### src/cfg_pkg.sv
// Constants, register map and reset values for the pattern playback configuration bank.
// Assumes a single mclk domain and a synchronous active-low reset.
// What this block does
// - Shift selector acts on the tuning word only while the RAM-source enable is set.
// - Code 0x00: RAM word in bits 23:12, twelve zero bits below.
// - Codes 1..7: keep top n old bits, RAM word next, zeros below.
// - Codes 8..11: same merge; codes 8 and 9 zero-fill four and three bits.
// - Code 0x0C: keep old bits 23:12, RAM word in bits 11:0.
// - Codes 13..16: keep top 12+k old bits, RAM bits 11 down to k below.
// - Channels 4, 3 and 2 each have a 16-bit start delay resetting to zero.
// - Channels 4 and 3 each have a 12-bit start address in bits 15:4, reset zero.
// - Channels 4 and 3 each have a 12-bit stop address in bits 15:4.
// - Channels 4 and 3 each have a 16-bit sine-cycle count resetting to one.
// - With RAM source enabled, tuning word comes from RAM at channel 1 start.
package cfg_pkg;

	// ------------------------------------------------------------
	// Widths
	// ------------------------------------------------------------
	localparam int ADDR_W = 15;
	localparam int DATA_W = 16;
	localparam int TW_W = 24;
	localparam int RAM_W = 12;
	localparam int SEL_W = 5;
	localparam int NUM_REGS = 10;
	localparam int FRAME_BITS = 32;

	// ------------------------------------------------------------
	// Register offsets
	// ------------------------------------------------------------
	localparam logic [ADDR_W-1:0] OFF_TW_SHIFT = 15'h0047;
	localparam logic [ADDR_W-1:0] OFF_C4_DELAY = 15'h0050;
	localparam logic [ADDR_W-1:0] OFF_C4_FIRST = 15'h0051;
	localparam logic [ADDR_W-1:0] OFF_C4_LAST = 15'h0052;
	localparam logic [ADDR_W-1:0] OFF_C4_CYCLES = 15'h0053;
	localparam logic [ADDR_W-1:0] OFF_C3_DELAY = 15'h0054;
	localparam logic [ADDR_W-1:0] OFF_C3_FIRST = 15'h0055;
	localparam logic [ADDR_W-1:0] OFF_C3_LAST = 15'h0056;
	localparam logic [ADDR_W-1:0] OFF_C3_CYCLES = 15'h0057;
	localparam logic [ADDR_W-1:0] OFF_C2_DELAY = 15'h0058;

	// ------------------------------------------------------------
	// Storage indices, in offset order
	// ------------------------------------------------------------
	localparam int IDX_TW_SHIFT = 0;
	localparam int IDX_C4_DELAY = 1;
	localparam int IDX_C4_FIRST = 2;
	localparam int IDX_C4_LAST = 3;
	localparam int IDX_C4_CYCLES = 4;
	localparam int IDX_C3_DELAY = 5;
	localparam int IDX_C3_FIRST = 6;
	localparam int IDX_C3_LAST = 7;
	localparam int IDX_C3_CYCLES = 8;
	localparam int IDX_C2_DELAY = 9;

	localparam logic [ADDR_W-1:0] REG_OFFSET [NUM_REGS] = '{
		OFF_TW_SHIFT, OFF_C4_DELAY, OFF_C4_FIRST, OFF_C4_LAST, OFF_C4_CYCLES,
		OFF_C3_DELAY, OFF_C3_FIRST, OFF_C3_LAST, OFF_C3_CYCLES, OFF_C2_DELAY};

	// ------------------------------------------------------------
	// Reset values
	// ------------------------------------------------------------
	localparam logic [DATA_W-1:0] RST_ZERO = 16'h0000;
	localparam logic [DATA_W-1:0] RST_CYCLES = 16'h0001;
	localparam logic [DATA_W-1:0] REG_RESET [NUM_REGS] = '{
		RST_ZERO, RST_ZERO, RST_ZERO, RST_ZERO, RST_CYCLES,
		RST_ZERO, RST_ZERO, RST_ZERO, RST_CYCLES, RST_ZERO};
	localparam logic [TW_W-1:0] RST_TW = 24'h00_0000;

	// ------------------------------------------------------------
	// Field positions and codes
	// ------------------------------------------------------------
	localparam int SEL_LSB = 0;
	localparam int ADDR_FIELD_LSB = 4;
	localparam logic [SEL_W-1:0] SEL_LAST_VALID = 5'h10;
	localparam logic [TW_W-1:0] TW_ONES = 24'hff_ffff;
	localparam logic [RAM_W-1:0] RAM_ZERO = 12'h000;

endpackage

### src/cfg_serial_port.sv
// Serial configuration slave: 16-bit instruction (read flag, 15-bit address), 16-bit data.
// Assumes sclk, cs_n and mosi are pins; sclk half period of at least five mclk periods.
module cfg_serial_port (
	input wire logic mclk,
	input wire logic rstn,
	input wire logic sclk,
	input wire logic cs_n,
	input wire logic mosi,
	output logic miso,
	output logic miso_oe,
	output logic [cfg_pkg::ADDR_W-1:0] reg_addr,
	output logic [cfg_pkg::DATA_W-1:0] reg_wr_data,
	output logic reg_wr_en,
	output logic reg_rd_en,
	input wire logic [cfg_pkg::DATA_W-1:0] reg_rd_data
);
	import cfg_pkg::*;

	// ------------------------------------------------------------
	// Pin synchronisers
	// ------------------------------------------------------------
	logic sclk_s1_q, sclk_s2_q, sclk_s3_q;
	logic cs_s1_q, cs_s2_q;
	logic mosi_s1_q, mosi_s2_q;
	always_ff @(posedge mclk) begin
		sclk_s1_q <= sclk;
		sclk_s2_q <= sclk_s1_q;
		sclk_s3_q <= sclk_s2_q;
		cs_s1_q <= cs_n;
		cs_s2_q <= cs_s1_q;
		mosi_s1_q <= mosi;
		mosi_s2_q <= mosi_s1_q;
	end

	wire active = ~cs_s2_q;
	wire sclk_rise = active & sclk_s2_q & ~sclk_s3_q;
	wire sclk_fall = active & ~sclk_s2_q & sclk_s3_q;

	// ------------------------------------------------------------
	// Frame shifter
	// ------------------------------------------------------------
	logic [5:0] bit_cnt_q;
	logic [DATA_W-1:0] in_q;
	logic [DATA_W-1:0] out_q;
	logic read_q, rd_en_q, wr_en_q;
	logic [ADDR_W-1:0] addr_q;
	logic [DATA_W-1:0] wr_data_q;
	wire [DATA_W-1:0] in_next = {in_q[DATA_W-2:0], mosi_s2_q};
	wire cmd_done = sclk_rise & (bit_cnt_q == 6'(DATA_W - 1));
	wire data_done = sclk_rise & (bit_cnt_q == 6'(FRAME_BITS - 1));

	always_ff @(posedge mclk) begin
		if (!rstn || !active) begin
			bit_cnt_q <= '0;
			in_q <= '0;
		end else if (sclk_rise) begin
			bit_cnt_q <= bit_cnt_q + 6'd1;
			in_q <= in_next;
		end
	end

	always_ff @(posedge mclk) begin
		if (!rstn) begin
			read_q <= 1'b0;
			addr_q <= '0;
			rd_en_q <= 1'b0;
		end else begin
			rd_en_q <= cmd_done & in_q[DATA_W-2];
			if (cmd_done) begin
				read_q <= in_q[DATA_W-2];
				addr_q <= in_next[ADDR_W-1:0];
			end
		end
	end

	always_ff @(posedge mclk) begin
		if (!rstn) begin
			wr_en_q <= 1'b0;
			wr_data_q <= '0;
		end else begin
			wr_en_q <= data_done & ~read_q;
			if (data_done)
				wr_data_q <= in_next;
		end
	end

	// Read data is loaded MSB first just after the last instruction bit rises, then shifts on later falling edges
	always_ff @(posedge mclk) begin
		if (!rstn)
			out_q <= '0;
		else if (rd_en_q)
			out_q <= reg_rd_data;
		else if (sclk_fall && bit_cnt_q > 6'(DATA_W))
			out_q <= {out_q[DATA_W-2:0], 1'b0};
	end

	assign miso = out_q[DATA_W-1];
	assign miso_oe = active & read_q & (bit_cnt_q >= 6'(DATA_W));
	assign reg_addr = addr_q;
	assign reg_wr_data = wr_data_q;
	assign reg_wr_en = wr_en_q;
	assign reg_rd_en = rd_en_q;
endmodule

### src/pattern_playback_config_regs.sv
// Pattern playback configuration bank: tuning-word merge and per-channel playback registers.
// Assumes RAM word, enable and serial tuning word come from logic on mclk.
module pattern_playback_config_regs (
	input wire logic mclk,
	input wire logic rstn,
	input wire logic sclk,
	input wire logic cs_n,
	input wire logic mosi,
	output logic miso,
	output logic miso_oe,
	input wire logic tuning_word_from_ram_en,
	input wire logic [cfg_pkg::TW_W-1:0] serial_tuning_word,
	input wire logic [cfg_pkg::RAM_W-1:0] chan1_first_addr,
	output logic [cfg_pkg::RAM_W-1:0] ram_rd_addr,
	input wire logic [cfg_pkg::RAM_W-1:0] ram_word,
	input wire logic ram_word_valid,
	output logic [cfg_pkg::TW_W-1:0] dds_tuning_word,
	output logic [cfg_pkg::SEL_W-1:0] tuning_word_shift_sel,
	output logic [cfg_pkg::DATA_W-1:0] chan4_delay_value,
	output logic [cfg_pkg::RAM_W-1:0] chan4_first_addr,
	output logic [cfg_pkg::RAM_W-1:0] chan4_last_addr,
	output logic [cfg_pkg::DATA_W-1:0] chan4_cycle_count,
	output logic [cfg_pkg::DATA_W-1:0] chan3_delay_value,
	output logic [cfg_pkg::RAM_W-1:0] chan3_first_addr,
	output logic [cfg_pkg::RAM_W-1:0] chan3_last_addr,
	output logic [cfg_pkg::DATA_W-1:0] chan3_cycle_count,
	output logic [cfg_pkg::DATA_W-1:0] chan2_delay_value
);
	import cfg_pkg::*;

	// ------------------------------------------------------------
	// Address decode
	// ------------------------------------------------------------
	function automatic logic [4:0] reg_index(input logic [ADDR_W-1:0] addr);
		logic [4:0] idx;
		idx = 5'h1f;
		for (int i = 0; i < NUM_REGS; i++) begin
			if (addr == REG_OFFSET[i])
				idx = 5'(i);
		end
		return idx;
	endfunction

	// Merge: keep top n old bits, then the RAM word, low bits past 24 fall away
	function automatic logic [TW_W-1:0] merge_tw(
		input logic [TW_W-1:0] old_tw,
		input logic [RAM_W-1:0] ram,
		input logic [SEL_W-1:0] n
	);
		logic [TW_W-1:0] keep;
		keep = ~(TW_ONES >> n);
		return (old_tw & keep) | ({ram, RAM_ZERO} >> n);
	endfunction

	// ------------------------------------------------------------
	// Serial port
	// ------------------------------------------------------------
	logic [ADDR_W-1:0] bus_addr;
	logic [DATA_W-1:0] bus_wr_data;
	logic bus_wr_en;
	logic bus_rd_en;
	logic [DATA_W-1:0] bus_rd_data;

	cfg_serial_port u_port (
		.mclk(mclk),
		.rstn(rstn),
		.sclk(sclk),
		.cs_n(cs_n),
		.mosi(mosi),
		.miso(miso),
		.miso_oe(miso_oe),
		.reg_addr(bus_addr),
		.reg_wr_data(bus_wr_data),
		.reg_wr_en(bus_wr_en),
		.reg_rd_en(bus_rd_en),
		.reg_rd_data(bus_rd_data)
	);

	// ------------------------------------------------------------
	// Register storage
	// ------------------------------------------------------------
	logic [DATA_W-1:0] reg_q [NUM_REGS];
	wire [4:0] bus_idx = reg_index(bus_addr);
	wire bus_hit = (bus_idx != 5'h1f);

	genvar gi;
	generate
		for (gi = 0; gi < NUM_REGS; gi++) begin : g_reg
			always_ff @(posedge mclk) begin
				if (!rstn)
					reg_q[gi] <= REG_RESET[gi];
				else if (bus_wr_en && bus_hit && bus_idx == 5'(gi))
					reg_q[gi] <= bus_wr_data;
			end
		end
	endgenerate

	// Unmapped addresses read as zero, writes to them are dropped
	assign bus_rd_data = bus_hit ? reg_q[bus_idx[3:0]] : RST_ZERO;

	// ------------------------------------------------------------
	// Channel outputs
	// ------------------------------------------------------------
	assign tuning_word_shift_sel = reg_q[IDX_TW_SHIFT][SEL_LSB +: SEL_W];
	assign chan4_delay_value = reg_q[IDX_C4_DELAY];
	assign chan4_first_addr = reg_q[IDX_C4_FIRST][ADDR_FIELD_LSB +: RAM_W];
	assign chan4_last_addr = reg_q[IDX_C4_LAST][ADDR_FIELD_LSB +: RAM_W];
	assign chan4_cycle_count = reg_q[IDX_C4_CYCLES];
	assign chan3_delay_value = reg_q[IDX_C3_DELAY];
	assign chan3_first_addr = reg_q[IDX_C3_FIRST][ADDR_FIELD_LSB +: RAM_W];
	assign chan3_last_addr = reg_q[IDX_C3_LAST][ADDR_FIELD_LSB +: RAM_W];
	assign chan3_cycle_count = reg_q[IDX_C3_CYCLES];
	assign chan2_delay_value = reg_q[IDX_C2_DELAY];

	// ------------------------------------------------------------
	// Tuning word source and merge
	// ------------------------------------------------------------
	logic [TW_W-1:0] tw_q;
	logic [RAM_W-1:0] rd_addr_q;
	wire sel_valid = (tuning_word_shift_sel <= SEL_LAST_VALID);
	wire [TW_W-1:0] tw_merged = merge_tw(tw_q, ram_word, tuning_word_shift_sel);

	always_ff @(posedge mclk) begin
		if (!rstn)
			rd_addr_q <= RAM_ZERO;
		else
			rd_addr_q <= chan1_first_addr;
	end

	always_ff @(posedge mclk) begin
		if (!rstn)
			tw_q <= RST_TW;
		else if (!tuning_word_from_ram_en)
			tw_q <= serial_tuning_word;
		else if (ram_word_valid && sel_valid)
			tw_q <= tw_merged;
	end
	// Reserved selector codes leave the tuning word as it stands

	assign ram_rd_addr = rd_addr_q;
	assign dds_tuning_word = tw_q;

	// ------------------------------------------------------------
	// Checks
	// ------------------------------------------------------------
	logic ev_q;
	logic [TW_W-1:0] old_q;
	logic [RAM_W-1:0] ram_q;
	logic [SEL_W-1:0] sel_q;
	always_ff @(posedge mclk) begin
		if (!rstn) begin
			ev_q <= 1'b0;
			old_q <= RST_TW;
			ram_q <= RAM_ZERO;
			sel_q <= '0;
		end else begin
			ev_q <= tuning_word_from_ram_en & ram_word_valid;
			old_q <= tw_q;
			ram_q <= ram_word;
			sel_q <= tuning_word_shift_sel;
		end
	end
	wire [4:0] k_q = sel_q - 5'd12;
endmodule

### config.mk
export PLATFORM = sky130hd
export DESIGN_NAME = pattern_playback_config_regs
export DESIGN_NICKNAME = d
export VERILOG_FILES = /design/src/cfg_pkg.sv /design/src/cfg_serial_port.sv /design/src/pattern_playback_config_regs.sv
export SDC_FILE = /design/constraint.sdc
export NUM_CORES = 1
export LEC_CHECK = 0
export BUFFER_PORTS_ARGS = -buffer_cell sky130_fd_sc_hd__buf_2
export CAP_MARGIN = 10
export CORE_ASPECT_RATIO = 0.8
export CORE_MARGIN = 2
export CORE_UTILIZATION = 50
export DETAILED_ROUTE_END_ITERATION = 10
export GPL_TIMING_DRIVEN = 0
export PLACE_DENSITY = 0.72
export SYNTH_ARGS = -nofsm -noshare
export SYNTH_HDL_FRONTEND = slang
export SYNTH_SLANG_ARGS = --single-unit
### constraint.sdc
create_clock -name mclk -period 7.7 [get_ports mclk]
set_input_delay 0.385 -clock mclk [delete_from_list [all_inputs] [get_ports mclk]]
set_output_delay 0.385 -clock mclk [all_outputs]
set_load 0.01 [all_outputs]
==> impl_metrics.json <==
{
  "synth-edff-count": 160,
  "routed_via_density": 5.887,
  "cts-htree-levels": 1,
  "hp-start": "chan1_first_addr[10]",
  "vias": 11540,
  "cp.arrival_ps": 4040,
  "finish.utilization_pct": 60.92,
  "synth_top_cell_by_area": "edfxtp_1",
  "post-route-min-period_ps": 3781,
  "endpoint_kind": "flip-flop",
  "nNetsFinal": 1636,
  "grt_pass1_wl_um": 65210,
  "power.internal_mw": 2.502,
  "grt_max_degree": 17,
  "cts_made_buffers": 29,
  "slew_viol_final": 0,
  "cap_viol_max_count": 0,
  "worst_pin_slew_ps": 1022,
  "synthArstFlopShare_pct": 0,
  "leakagePower_nw": 6.436,
  "combPwrFrac_pct": 6.5,
  "syn2layout_area_growth_pct": 20.01,
  "cts_root_buffer": "clkbuf_16",
  "yosysSeqAreaShare_pct": 53.17,
  "ios": 226,
  "switching_share_pct": 22.75,
  "hp-class": "input pin to flip-flop",
  "die_w_um": 186.5,
  "wl_met1_um": 18830,
  "clockPowerShare_pct": 43.7,
  "dr_wl_met2_um": 18510,
  "worst_slack_ps": 3919,
  "dp_slack_ps": 4018,
  "postSynthNetCount": 1370,
  "start_util_pct": 50.76,
  "r2r_cells": 8,
  "totalNegativeSetupSlack_ps": 0,
  "synth_flop_cell": "edfxtp_1",
  "grt_setup_unrepaired": "no",
  "wl_per_cell_um": 22.58,
  "synthTopCellsByCount": "176 x and2_1, 160 x edfxtp_1, 150 x nand2_1",
  "peakVddDrop_v": 0.0001581,
  "highest_layer": "met4",
  "synth_seq_cells": 274,
  "wl_met3_um": 5929,
  "cts_tree": "done",
  "reg2reg_to": "reg_q[3][6]",
  "grt_pass1_vias": 10630,
  "wl_um": 44270,
  "max_clock_freq_mhz": 264.5,
  "clkLatencyLatePin_ps": 560,
  "slew_headroom_pct": 31.88,
  "grt_overflow": 0,
  "skew_ps": 18.13,
  "drtIter0Drc": 1307,
  "crit-reg2reg-launch": "u_port.reg_addr[11]",
  "synth_cells": 1313,
  "finalHoldViolCount": 0,
  "core_area_mm2": 0.02626,
  "seqPwrFrac_pct": 49.8,
  "cts_buffer_depth": 3,
  "cp.required_ps": 7960,
  "setup_viol": 0,
  "syn_area_per_cell_um2": 10.15,
  "post-synth-top-count-cell": "and2_1",
  "antenna_left": 0,
  "ys_top_cells_by_area": "edfxtp_1 36%, dfxtp_1 17%, and2_1 8.3%, nand2_1 4.2%, mux2i_1 3.5%",
  "hpwl_um": 32670,
  "gp_congestion": 0.9648,
  "whs_path_depth": 2,
  "startpoint_type": "flip-flop",
  "die_h_um": 150.0,
  "rrSetupSlack_ps": 3920,
  "placementRows": 53,
  "path_clk_slew_ps": 60,
  "drc_errors": 0,
  "powerDensity_mw_per_mm2": 202.5,
  "ys.warnings.count": 0,
  "status": "completed",
  "cts_sinks": 274,
  "die_area_mm2": 0.02799,
  "ys_types": 72,
  "finalCritPeriodShare_pct": 49.11,
  "min_to": "ram_rd_addr[10]",
  "path_class": "flip-flop to flip-flop",
  "synth.cell_area_mm2": 0.01333,
  "cts_resized": 0,
  "drive_above_1_share_pct": 24.03,
  "dr.pass1.iters": 9,
  "p_sw_mw": 0.7370,
  "grtUsageTotal_pct": 30.98,
  "antenna_found_initial": 2,
  "port_buffers": 225,
  "crit_fanout": 11,
  "synth_top_area_share_pct": 36.05
}
[repair_timing]
action                     CTS  global route
setup endpoints to repair    0             0
hold buffers                 3             0
hold endpoints to repair     3             0
setup buffers                0             0
[final cells by class]
cell class                 instances  area [um2]
antenna                            2       5.005
clock inverter                     9       102.6
tap                              357       446.7
fill                            2290       10260
sequential                       274        7087
buffer                           155       833.3
timing repair buffer             235        1230
inverter                           8       30.03
multi-input combinational        876        5405
clock buffer                      45       857.1
[registers in the layout, indices dropped and copies added (netlist names), named ones only]
name	cells
u_port.mosi_s1_q	1
u_port.sclk_s1_q	1
u_port.bit_cnt_q	6
u_port.mosi_s2_q	1
u_port.reg_addr	15
dds_tuning_word	23
u_port.cs_s1_q	1
u_port.reg_rd_en	1
u_port.reg_wr_data	16
reg_q	160
u_port.in_q	15
u_port.sclk_s2_q	1
u_port.reg_wr_en	1
ram_rd_addr	12
u_port.read_q	1
u_port.sclk_s3_q	1
u_port.out_q	16
u_port.cs_s2_q	1
[kinds of logic after synthesis]
logic type | after synthesis | synth area share [%]
AOI/OAI and AO/OA | 308 | 14.93
muxes | 58 | 4.891
adders and majority gates | 2 | 0.1877
and+or+nand+nor | 505 | 20.15
buffers and inverters | 163 | 6.477
xor gates and xnor gates | 3 | 0.1972
DFF | 274 | 53.17
[power by group through the flow]
stage	sequential [mW]	clock [mW]	combinational (mW)
6_report	1.61	1.42	0.211
5_1_grt	1.61	1.48	0.226
4_1_cts	1.61	1.42	0.209
3_5_place_dp	1.64	0	0.206
3_3_place_gp	1.64	0	0.200
2_1_floorplan	1.65	0	0.102
[layer usage]
| metal | up-vias | GRT usage (%) |
|---|---|---|
| met3 | 80 | 9.944 |
| met4 | 0 | 7.381 |
| met2 | 734 | 44.98 |
| met5 | - | 0 |
| li1 | 5175 | - |
| met1 | 5555 | 44.89 |
[worst max-delay path by stage]
stage | from | to | slack (ps) | cells after the start
after global placement | u_port.reg_addr[11] | reg_q[1][13] | 3210 | 7
after detailed placement | u_port.reg_addr[11] | reg_q[3][7] | 4020 | 8
after floorplan | u_port.reg_addr[11] | reg_q[1][0] | 4540 | 7
after global routing | u_port.reg_addr[11] | reg_q[3][6] | 3830 | 8
after CTS | u_port.reg_addr[11] | reg_q[3][6] | 4010 | 8
final | u_port.reg_addr[11] | reg_q[3][6] | 3920 | 8
[cells in the final DEF, fill, tap and decap left out, types with 30 or more instances in the layout]
master / count
a21boi_0: 34
dfxtp_1: 114
buf_4: 59
a21oi_1: 62
nor2_1: 66
clkbuf_16: 30
o21ai_0: 73
buf_2: 238
and2_1: 176
mux2i_1: 46
clkbuf_1: 84
edfxtp_1: 160
nand2_1: 150
[worst max-delay path, stage by stage, from the launching register on]
cell and delay [ps]:
dfxtp_1 330, nor4_4 370, buf_6 190, nand4b_1 290, nor2_2 370, clkbuf_1 550
nand2_1 230, o21ai_1 840, buf_4 310
[through the flow]
stage	power, mW	cells	hold slack [ps]	area, um2
floorplan	1.749	1313	309.6	13330
global placement	1.844	1895	311.3	14900
detailed placement	1.848	1901	313.2	15000
CTS	3.243	1958	22.65	15990
global route	3.323	1959	27.58	15990
finish	3.239	1961	32.10	16000
Power figures use the tool's default switching activity.
